==> src/hdl/bbcd_defines.vh <==
// bbcd_defines.vh: opcode encodings, cycle counts and field positions
// for the branch/bit/control/jump decoder; definitions only
`ifndef BBCD_DEFINES_VH
`define BBCD_DEFINES_VH
// low-nibble opcode classes
`define BBCD_LO_BNZ      4'h0
`define BBCD_LO_CALL     4'h1
`define BBCD_LO_BNC      4'h2
`define BBCD_LO_BTST     4'h3
`define BBCD_LO_BZ       4'h4
`define BBCD_LO_BC       4'h6
`define BBCD_LO_JP       4'h9
`define BBCD_LO_BITOP    4'hb
`define BBCD_LO_CTRL     4'hd
// full opcodes of the inherent control group (low nibble d, except NOP at 04)
`define BBCD_OP_NOP      8'h04
`define BBCD_OP_INTERRUPT_RETURN     8'h4d
`define BBCD_OP_RET      8'hcd
`define BBCD_OP_STOP     8'h6d
`define BBCD_OP_WAIT     8'hed
// cycle counts
`define BBCD_CYC_REL     3'd2
`define BBCD_CYC_BTST    3'd5
`define BBCD_CYC_BITOP   3'd4
`define BBCD_CYC_CTRL    3'd2
`define BBCD_CYC_EXT     3'd4
// field positions
`define BBCD_BIT_LSB     5
`define BBCD_BTST_POL    4
`define BBCD_BITOP_SET   4
`define BBCD_REL_SIGN    4
`define BBCD_PC_RESET    12'h000
`endif

==> src/hdl/bbcd_decoder.v <==
// bbcd_decoder.v: executes branch, bit, control and jump/call opcodes
// assumes program memory answers fetch address in the same cycle and a
// single-cycle data-space read/write port; other opcodes flagged illegal
`timescale 1ns/10ps
`include "bbcd_defines.vh"

// Overview of operation
// [RULE1] relative branches test carry or zero, 2 cycles
// [RULE2] short displacement is 5-bit signed from branch
// [RULE3] span -15..+16; else next instruction; code reaches odd offsets -15..+15 only (field bit 3 is 0)
// [RULE4] bit-test branch: 3 bytes, 5 cycles
// [RULE5] tested bit copied into carry always
// [RULE6] third byte is 8-bit signed displacement
// [RULE7] second byte addresses tested data byte
// [RULE8] 3-bit opcode field picks the bit
// [RULE9] bit ops reach any data byte
// [RULE10] bit set: 2 bytes, 4 cycles, flags kept
// [RULE11] bit clear: 2 bytes, 4 cycles
// [RULE12] control ops 1 byte 2 cycles; interrupt return flags
// [RULE13] stop becomes wait when watchdog selected
// [RULE14] jump/call: 2 bytes, 4 cycles, 12-bit target
// [RULE15] decode by low nibble; unused opcodes illegal
module bbcd_decoder #(
  parameter PC_W = 12                     // program address width
) (
  input  wire            clock,           // core clock
  input  wire            rst,             // sync reset, high
  input  wire [7:0]      prog_data,       // byte at prog_addr
  input  wire [7:0]      data_rdata,      // data-space read byte
  input  wire            watchdog_sel,    // watchdog function selected
  input  wire [PC_W-1:0] stack_top,       // return address from stack
  input  wire            saved_zero,      // flags restored on interrupt return
  input  wire            saved_carry,     // flags restored on interrupt return
  output reg  [PC_W-1:0] prog_addr,       // program fetch address
  output reg  [7:0]      data_addr,       // data-space address
  output reg  [7:0]      data_wdata,      // data-space write byte
  output reg             data_we,         // data-space write strobe
  output reg             zero_flag,       // zero flag
  output reg             carry_flag,      // carry flag
  output reg             push_pulse,      // push return address (call)
  output reg  [PC_W-1:0] push_addr,       // address pushed
  output reg             pop_pulse,       // pop stack (returns)
  output reg             wait_pulse,      // enter wait mode
  output reg             stop_pulse,      // enter stop mode
  output reg             illegal_pulse,   // unused opcode seen
  output reg             instr_done       // last cycle of an instruction
);
  localparam S_FETCH = 2'd0;
  localparam S_EXEC  = 2'd1;

  reg [1:0]      state_reg;
  reg [2:0]      cnt_reg;
  reg [7:0]      op_reg;
  reg [PC_W-1:0] pc_reg;
  reg            bit_val_reg;

  wire [3:0] lo      = op_reg[3:0];
  wire [2:0] bit_sel = op_reg[`BBCD_BIT_LSB +: 3]; // RULE8
  // opcode class decode by low nibble
  wire is_rel   = (lo == `BBCD_LO_BNZ) || (lo == `BBCD_LO_BNC) ||
                  (lo == `BBCD_LO_BZ)  || (lo == `BBCD_LO_BC);     // RULE1
  wire is_btst  = (lo == `BBCD_LO_BTST);                            // RULE4
  wire is_bitop = (lo == `BBCD_LO_BITOP);                           // RULE9
  wire is_ext   = (lo == `BBCD_LO_CALL) || (lo == `BBCD_LO_JP);     // RULE14
  wire is_call  = (lo == `BBCD_LO_CALL);
  wire is_ctrl  = (lo == `BBCD_LO_CTRL);                            // RULE12
  wire is_ret   = (op_reg == `BBCD_OP_RET) || (op_reg == `BBCD_OP_INTERRUPT_RETURN);
  // exec phase strobes; cnt_reg counts exec cycles from 1
  wire fetch_b2   = (cnt_reg == 3'd1) && (is_btst || is_bitop);
  // data byte settles one cycle after its address is registered
  wire modify_cyc = (cnt_reg == 3'd2) && is_bitop;
  wire sample_cyc = (cnt_reg == 3'd2) && is_btst;
  wire bit_hit    = (bit_val_reg == op_reg[`BBCD_BTST_POL]);
  // fall-through and return addresses, kept at pc width
  wire [PC_W-1:0] seq_next  = pc_reg + {{(PC_W-1){1'b0}}, 1'b1};
  wire [PC_W-1:0] btst_fall = pc_reg + {{(PC_W-2){1'b0}}, 2'd3};
  wire [PC_W-1:0] call_ret  = pc_reg + {{(PC_W-2){1'b0}}, 2'd2};
  wire [PC_W-1:0] ext_tgt   = {op_reg[7:4], prog_data};
  // short branch: 5-bit signed field built from bits 7:3
  wire [4:0]      short_disp = op_reg[7:3];                                           // RULE2
  wire [PC_W-1:0] short_tgt  = pc_reg + {{(PC_W-5){short_disp[4]}}, short_disp} + 1'b1; // RULE3
  wire [PC_W-1:0] long_tgt   = pc_reg + {{(PC_W-8){prog_data[7]}}, prog_data} + 1'b1;   // RULE6
  wire [7:0]      bit_mask   = 8'h01 << bit_sel;
  wire            cur_bit    = |(data_rdata & bit_mask);
  reg  [2:0]      cycles;

  always @* begin
    case (lo)
      `BBCD_LO_BNZ, `BBCD_LO_BNC, `BBCD_LO_BZ, `BBCD_LO_BC: cycles = `BBCD_CYC_REL; // RULE1
      `BBCD_LO_BTST:  cycles = `BBCD_CYC_BTST;  // RULE4
      `BBCD_LO_BITOP: cycles = `BBCD_CYC_BITOP; // RULE10 RULE11
      `BBCD_LO_CTRL:  cycles = `BBCD_CYC_CTRL;  // RULE12
      `BBCD_LO_CALL, `BBCD_LO_JP: cycles = `BBCD_CYC_EXT; // RULE14
      default:        cycles = 3'd1;
    endcase
  end

  reg take;
  always @* begin
    case (lo)
      `BBCD_LO_BC:  take = carry_flag;  // RULE1
      `BBCD_LO_BNC: take = ~carry_flag;
      `BBCD_LO_BZ:  take = zero_flag;
      `BBCD_LO_BNZ: take = ~zero_flag;
      default:      take = 1'b0;
    endcase
  end

  // fetch address after the last exec cycle; second or third byte
  // is still on the bus then, so no extra holding register is needed
  reg [PC_W-1:0] end_addr;
  always @* begin
    case (lo)
      `BBCD_LO_BNZ, `BBCD_LO_BNC, `BBCD_LO_BZ, `BBCD_LO_BC:
        end_addr = take ? short_tgt : seq_next;     // RULE3
      `BBCD_LO_BTST:
        end_addr = bit_hit ? long_tgt : btst_fall;  // RULE6
      `BBCD_LO_CALL, `BBCD_LO_JP:
        end_addr = ext_tgt;                         // RULE14
      `BBCD_LO_CTRL:
        end_addr = is_ret ? stack_top : prog_addr;
      default:
        end_addr = prog_addr;
    endcase
  end

  always @(posedge clock) begin
    if (rst) begin
      state_reg     <= S_FETCH;
      cnt_reg       <= 3'd0;
      op_reg        <= 8'h00;
      pc_reg        <= `BBCD_PC_RESET;
      bit_val_reg   <= 1'b0;
      prog_addr     <= `BBCD_PC_RESET;
      data_addr     <= 8'h00;
      data_wdata    <= 8'h00;
      data_we       <= 1'b0;
      zero_flag     <= 1'b0;
      carry_flag    <= 1'b0;
      push_pulse    <= 1'b0;
      push_addr     <= {PC_W{1'b0}};
      pop_pulse     <= 1'b0;
      wait_pulse    <= 1'b0;
      stop_pulse    <= 1'b0;
      illegal_pulse <= 1'b0;
      instr_done    <= 1'b0;
    end else begin
      data_we       <= 1'b0;
      push_pulse    <= 1'b0;
      pop_pulse     <= 1'b0;
      wait_pulse    <= 1'b0;
      stop_pulse    <= 1'b0;
      illegal_pulse <= 1'b0;
      instr_done    <= 1'b0;
      case (state_reg)
        S_FETCH: begin
          op_reg    <= prog_data;
          pc_reg    <= prog_addr;
          prog_addr <= prog_addr + 1'b1;
          cnt_reg   <= 3'd1;
          state_reg <= S_EXEC;
        end
        S_EXEC: begin
          cnt_reg <= cnt_reg + 3'd1;
          // second byte is on the bus in exec cycle 1
          if (fetch_b2) begin
            data_addr <= prog_data;       // RULE7 RULE9
            prog_addr <= prog_addr + 1'b1;
          end
          if (modify_cyc) begin
            data_wdata <= op_reg[`BBCD_BITOP_SET] ? (data_rdata | bit_mask)   // RULE10
                                                  : (data_rdata & ~bit_mask); // RULE11
            data_we    <= 1'b1;
          end
          if (sample_cyc) begin
            bit_val_reg <= cur_bit;
            carry_flag  <= cur_bit;       // RULE5
          end
          if (cnt_reg == cycles) begin
            instr_done <= 1'b1;
            state_reg  <= S_FETCH;
            // zero flag left alone by every branch form
            prog_addr  <= end_addr;       // RULE4
            if (is_call) begin
              push_pulse <= 1'b1;
              push_addr  <= call_ret;
            end
            if (is_ctrl) begin
              case (op_reg)
                `BBCD_OP_RET: begin
                  pop_pulse <= 1'b1;
                end
                `BBCD_OP_INTERRUPT_RETURN: begin
                  pop_pulse  <= 1'b1;
                  zero_flag  <= saved_zero;  // RULE12
                  carry_flag <= saved_carry;
                end
                // watchdog forbids stop: wait keeps the dog serviced
                `BBCD_OP_STOP: begin
                  if (watchdog_sel) wait_pulse <= 1'b1; // RULE13
                  else stop_pulse <= 1'b1;
                end
                `BBCD_OP_WAIT: wait_pulse <= 1'b1;
                default: illegal_pulse <= 1'b1;
              endcase
            end else if (!(is_rel || is_btst || is_bitop || is_ext)) begin
              illegal_pulse <= 1'b1;      // RULE15
            end
          end
        end
        default: state_reg <= S_FETCH;
      endcase
    end
  end
endmodule

==> config.mk <==
export PLATFORM = sky130hd
export DESIGN_NAME = bbcd_decoder
export DESIGN_NICKNAME = d
export VERILOG_FILES = /design/src/hdl/bbcd_decoder.v
export VERILOG_INCLUDE_DIRS = /design/src /design/src/hdl
export SDC_FILE = /design/constraint.sdc
export NUM_CORES = 1
export LEC_CHECK = 0
export ABC_CLOCK_PERIOD_IN_PS = 3500
export BUFFER_PORTS_ARGS = -buffer_cell sky130_fd_sc_hd__buf_4
export CAP_MARGIN = 20
export CELL_PAD_IN_SITES_DETAIL_PLACEMENT = 0
export CELL_PAD_IN_SITES_GLOBAL_PLACEMENT = 1
export CORE_AREA = 5 5 167 121
export CTS_CLUSTER_DIAMETER = 40
export DETAILED_ROUTE_END_ITERATION = 10
export DIE_AREA = 0 0 172 126
export PLACE_DENSITY_LB_ADDON = 0.05
export SYNTH_ARGS = -nofsm -noshare
export SYNTH_HDL_FRONTEND = slang
export SYNTH_SLANG_ARGS = --single-unit
==> constraint.sdc <==
create_clock -name clock -period 3.5 [get_ports clock]
set_input_delay 0.525 -clock clock [delete_from_list [all_inputs] [get_ports clock]]
set_output_delay 0.525 -clock clock [all_outputs]
set_load 0.02 [all_outputs]
==> qor.csv, run 1 <==
stage,metric,value,unit
finish,layout net count,806,
global_routing,GRT Util Overall,0.1895,
die,Die Height,126,µm
clock_network,Worst-Skew Late Latency,0.35,ns
timing,Worst Skew,0.01016,ns
routing,Routed WL,20.58,mm
clock_network,CTS Buf Count,9,
routing,drt via density,5.392,
timing,Final Setup Violations,0,
finish,Layout Utilization,0.3566,
clock_network,hold buffer count at CTS,0,
routing,DRC marker count from the first detailed-route iteration,372,
logic_synthesis,register area share after synthesis,0.2858,
place,routability cong.,0.8530,
pwr,pwr/cell area,392.0,nW/µm²
finish,layout overhead on the synthesized area,22.32,%
global_routing,first-pass GRT wire length,31.42,mm
setup_path,Crit. End Element,register,
timing,Fin. Hold Viols,0,
place,I/O Buffers,81,
logic_synthesis,post-synthesis net count,741,
pwr,P_leak,0.002672,µW
logic_synthesis,Post-synth EDFFs,0,
die,Core Area,18500,µm²
run,Max Cap Viol,0,
clock_network,Worst-path clk slew,0.06,ns
min_path,hold path start,watchdog_sel,
timing,unrepaired setup endpoints after global routing,false,
setup_path,critical path type,reg2reg,
logic_synthesis,Post-Synthesis Cells,676,
global_routing,largest net degree at the start of global routing,75,
logic_synthesis,top_reg_cell synth,dfxtp_1,
min_path,hold path depth,2,
finish,share of cells above drive strength 1,0.1716,
clock_network,post-cts repair resize count,0,
global_routing,grt total ovfl,0,
logic_synthesis,Mean Syn Cell Area,7.977,µm²
logic_synthesis,Yosys cell types,64,
routing,TritonRoute pass-1 iters,5,
die,Starting Density,0.2915,
min_path,WHS Endpoint,stop_pulse,
logic_synthesis,"FF+latch count, synth",77,
finish,most frequent cells in the layout,"106 x nor2_1, 101 x buf_4, 77 x dfxtp_1",
logic_synthesis,Syn Std Cell Area,5393,µm²
clock_network,htree depth,3,
routing,Routed Antenna Nets,0,
finish,# fillers,1969,
clock_network,Max Root-Sink Buffers,2,
pwr,Worst IR Drop VDD,184.9,µV
timing,Final Max Tran Viols,0,
timing,Tmin final,3.132,ns
setup_path,RR Endpoint,prog_addr[10],
setup_path,"Arr. time, crit path",3.37,ns
finish,# diodes,0,
routing,drt wl/cell,20.83,µm
setup_path,CP max FO,9,
clock_network,# clock sinks,77,
place,DP HPWL,15.80,mm
run_status,status,finished clean,
clock_network,Setup Buffers After CTS,0,
die,I/O pin total,82,
clock_network,Root Driver,clkbuf_16,
setup_path,reg2reg start,pc_reg[0],
global_routing,initial antenna violation count,0,
die,die area,21670,µm²
setup_path,Reg2Reg Depth,11,
logic_synthesis,asr flop ratio synth,0,
global_routing,vias in the first global route,5158,
logic_synthesis,warnings from Yosys,0,
timing,Final period util,0.8949,
setup_path,Reg2Reg Setup Slack,0.37,ns
die,Die Wd,172,µm
timing,Fin Setup TNS,0,ns
die,# rows,42,
timing,Worst-Margin Slew,0.8291,ns
finish,"commonest non-fill, non-tap cell in the layout",nor2_1,
routing,drc violations,0,
timing,maximum operating frequency,319.3,MHz
clock_network,CTS tree,built,
setup_path,CP Launch Type,register,
routing,vias,5327,
timing,Rel. slew slack,0.4473,
min_path,worst min path class,in2reg,
setup_path,CP required,3.74,ns
==> cells in the mapped netlist (6+ instances only) <==
master | number | area, µm²
a211oi_1 | 29 | 217.7
a21oi_1 | 37 | 185.2
a221oi_1 | 6 | 52.55
and2_1 | 6 | 37.54
clkbuf_1 | 39 | 146.4
dfxtp_1 | 77 | 1541
ha_1 | 30 | 375.4
inv_1 | 18 | 67.56
mux2i_1 | 37 | 370.4
nand2_1 | 39 | 146.4
nand2b_1 | 9 | 56.30
nand3_1 | 18 | 90.09
nand4_1 | 14 | 87.58
nor2_1 | 106 | 397.9
nor3_1 | 20 | 100.1
o21a_1 | 8 | 60.06
o21ai_0 | 34 | 170.2
xnor2_1 | 33 | 289.0
xor2_1 | 17 | 148.9
==> where the power goes <==
| part | internal, µW | switching [µW] |
|---|---|---|
| clock | 649 | 409 |
| sequential | 911 | 64.7 |
| combinational | 219 | 334 |
==> routing by layer <==
| layer | vias to the layer above | share of wire | GRT usage |
|---|---|---|---|
| met5 | - | 0 | 0 |
| met2 | 164 | 0.40 | 0.2645 |
| met4 | 0 | 0.014 | 0.04205 |
| met1 | 2562 | 0.53 | 0.3006 |
| met3 | 20 | 0.053 | 0.03102 |
| li1 | 2581 | - | - |
==> layout make-up <==
type	instances	area [µm²]	area share
well taps	242	302.8	0.04590
inverters	18	67.56	0.01024
multi-input cells	534	3595	0.5450
clock buffers	10	239.0	0.03623
clock inverters	6	92.59	0.01404
repair buffers	101	758.2	0.1149
flip-flops and latches	77	1541	0.2337
==> worst max-delay path, cell delays in order, from the launching register on <==
cell      delay, ns
dfxtp_1        0.41
inv_1          0.18
ha_1           0.22
inv_1          0.06
fa_1           0.40
a21o_1         0.20
a221oi_1       0.47
o221ai_1       0.24
xnor2_1        0.19
a211oi_1       0.11
a311o_1        0.35
a32o_1         0.20
==> cell families after synthesis <==
kind of cell / count (synthesis) / share of synthesized area
and+or+nand+nor: 242 / 0.2102
buffers and inverters: 65 / 0.04965
AOI/OAI and AO/OA: 169 / 0.2149
xor gates and xnor gates: 50 / 0.08121
DFF: 77 / 0.2858
muxes: 41 / 0.08121
adders and majority gates: 32 / 0.07703
==> worst max-delay path by stage <==
stage                         start            end  cells past startpoint
after global routing      pc_reg[0]  prog_addr[10]                     11
after detailed placement  pc_reg[0]  prog_addr[10]                     11
after CTS                 pc_reg[0]  prog_addr[10]                     11
after floorplan           op_reg[3]  prog_addr[10]                     12
after global placement    pc_reg[0]  prog_addr[10]                     11
final                     pc_reg[0]  prog_addr[10]                     11
==> metrics by stage <==
stage | power (µW) | area, µm² | hold slack, ns | std cells | setup WS [ns]
CTS | 2612 | 6596 | 0.3340 | 988 | 0.3754
global placement | 1545 | 6265 | 0.4668 | 972 | 0.4685
floorplan | 1326 | 5393 | 0.4961 | 676 | 0.6558
detailed placement | 1543 | 6265 | 0.4743 | 972 | 0.3969
global route | 2708 | 6596 | 0.3402 | 988 | 0.1259
finish | 2586 | 6596 | 0.3456 | 988 | 0.3680
No activity file was read; power rests on OpenSTA's default activity.
==> run 2: changes to the inputs <==
- RECOVER_POWER: default -> 100
==> qor.csv, run 2 (synthesis gave the netlist of run 1 again) <==
stage,metric,value,unit,change
run_status,status,"finished, violations left",,
run_status,failing checks,"max-capacitance violations, max-slew violations",,
finish,layout overhead on the synthesized area,18.31,%,
die,Core Area,18500,µm²,unchanged
routing,drc violations,0,,unchanged
die,Die Wd,172,µm,unchanged
die,Starting Density,0.2915,,unchanged
finish,"commonest non-fill, non-tap cell in the layout",nor2_1,,
finish,Layout Utilization,0.3449,,-0.01170
clock_network,htree depth,3,,unchanged
setup_path,critical path type,reg2reg,,
pwr,Switch Pwr,806.7,µW,about the same
routing,DRC marker count from the first detailed-route iteration,391,,+5.1%
global_routing,first-pass GRT wire length,31.42,mm,unchanged
clock_network,Worst-Skew Late Latency,0.35,ns,about the same
min_path,worst min path class,in2reg,,
routing,drt via density,5.416,,+0.45%
place,routability cong.,0.8530,,unchanged
place,I/O Buffers,81,,unchanged
timing,Final Max Tran Viols,75,,+75
setup_path,CP max FO,9,,unchanged
clock_network,Setup Buffers After CTS,0,,unchanged
routing,vias,5351,,+0.45%
run,Max Cap Viol,1,,+1
finish,# diodes,0,,unchanged
setup_path,"Arr. time, crit path",3.39,ns,+0.02 ns
global_routing,largest net degree at the start of global routing,75,,unchanged
timing,unrepaired setup endpoints after global routing,false,,
pwr,Worst IR Drop VDD,185.0,µV,about the same
timing,Worst-Margin Slew,1.631,ns,+0.8019 ns
routing,Routed WL,20.58,mm,about the same
place,DP HPWL,15.80,mm,unchanged
die,die area,21670,µm²,unchanged
timing,Worst Skew,0.01009,ns,-0.00007020 ns
global_routing,initial antenna violation count,0,,unchanged
pwr,clock power share,0.412,,+0.003
routing,drt wl/cell,20.83,µm,about the same
clock_network,Worst-path clk slew,0.06,ns,about the same
pwr,Pint,1764,µW,-0.85%
routing,TritonRoute pass-1 iters,5,,unchanged
clock_network,CTS tree,built,,
clock_network,Max Root-Sink Buffers,2,,unchanged
clock_network,Root Driver,clkbuf_16,,
clock_network,post-cts repair resize count,0,,unchanged
finish,most frequent cells in the layout,"106 x nor2_1, 77 x dfxtp_1, 52 x clkbuf_1",,
clock_network,hold buffer count at CTS,0,,unchanged
setup_path,CP required,3.74,ns,about the same
die,Die Height,126,µm,unchanged
timing,Fin. Hold Viols,0,,unchanged
global_routing,vias in the first global route,5158,,unchanged
pwr,pwr/cell area,402.9,nW/µm²,+2.8%
place,placed cells,972,,unchanged
global_routing,grt total ovfl,0,,unchanged
global_routing,GRT Util Overall,0.1895,,unchanged
timing,maximum operating frequency,317.5,MHz,-0.55%
finish,share of cells above drive strength 1,0.09920,,-0.07239
pwr,Seq pwr share,0.380,,+0.003
finish,layout net count,806,,unchanged
die,I/O pin total,82,,unchanged
clock_network,CTS Buf Count,9,,unchanged
setup_path,CP Launch Type,register,,
pwr,combinational share of power,0.208,,-0.006
finish,"non-filler cells, final",988,,unchanged
timing,Fin Setup TNS,0,ns,unchanged
pwr,sw frac,0.3138,,+0.001758
setup_path,Crit. End Element,register,,
clock_network,# clock sinks,77,,unchanged
timing,Final period util,0.8998,,+0.004977
timing,Final Setup Violations,0,,unchanged
routing,Routed Antenna Nets,0,,unchanged
pwr,P_leak,0.002448,µW,-8.4%
timing,Rel. slew slack,-0.08733,,-0.5346
die,# rows,42,,unchanged
timing,Tmin final,3.149,ns,+0.01742 ns
-- run 2: cell types whose count changed in the layout (fill, tap and decap cells not counted) --
cell | previous run | this run
clkbuf_1 | 0 | 52
nor3_2 | 1 | 0
o211ai_4 | 1 | 0
nor3_1 | 19 | 20
clkbuf_2 | 0 | 1
buf_4 | 101 | 48
and2_0 | 0 | 2
and2_1 | 6 | 4
o211ai_1 | 4 | 5
-- run 2: area by class of cell --
type / instances / area, µm²
fillers: 2021 / 12120
multi-input cells: 534 / 3576
flip-flops and latches: 77 / 1541
repair buffers: 101 / 560.5
well taps: 242 / 302.8
clock buffers: 10 / 239.0
clock inverters: 6 / 92.59
inverters: 18 / 67.56
-- run 2: worst paths after layout --
| check | from | to | slack [ns] | depth (start not counted) |
|---|---|---|---|---|
| hold / removal | watchdog_sel | stop_pulse | 0.35 | 2 |
| setup reg to reg | pc_reg[0] | prog_addr[10] | 0.35 | 11 |
| setup / recovery | pc_reg[0] | prog_addr[10] | 0.35 | 11 |
| hold reg to reg | push_addr[0] | push_addr[0] | 0.48 | 2 |
-- run 2: stage by stage --
stage	power [µW]	hold slack (ns)	worst slack (ns)	instance area, µm²
floorplan	1326	0.4961	0.6558	5393
detailed placement	1543	0.4743	0.3969	6265
global route	2690	0.3402	0.1117	6380
CTS	2612	0.3340	0.3754	6596
global placement	1545	0.4668	0.4685	6265
finish	2570	0.3453	0.3505	6380
-- run 2: power groups by stage --
stage	sequential, µW	clock, µW	combinational [µW]
3_3_place_gp	995	0	551
2_1_floorplan	979	0	347
3_5_place_dp	995	0	548
4_1_cts	975	1090	551
6_report	976	1060	535
5_1_grt	983	1120	587
-- run 2: routing by layer --
layer | track usage | vias up | routed length [µm] | part of all wire
li1 | - | 2578 | - | -
met1 | 0.3006 | 2600 | 10930 | 0.53
met2 | 0.2645 | 152 | 8324 | 0.40
met3 | 0.03102 | 21 | 1043 | 0.051
met4 | 0.04205 | 0 | 283 | 0.014
met5 | 0 | - | 0 | 0
-- run 2: worst max-delay path, cell delays in order, from the launching register on --
cell and delay, ns:
dfxtp_1 0.42, inv_1 0.18, ha_1 0.22, inv_1 0.06, fa_1 0.39, a21o_1 0.20, a221oi_1 0.47, o221ai_1 0.24
xnor2_1 0.19, a211oi_1 0.11, a311o_1 0.37, a32o_1 0.20
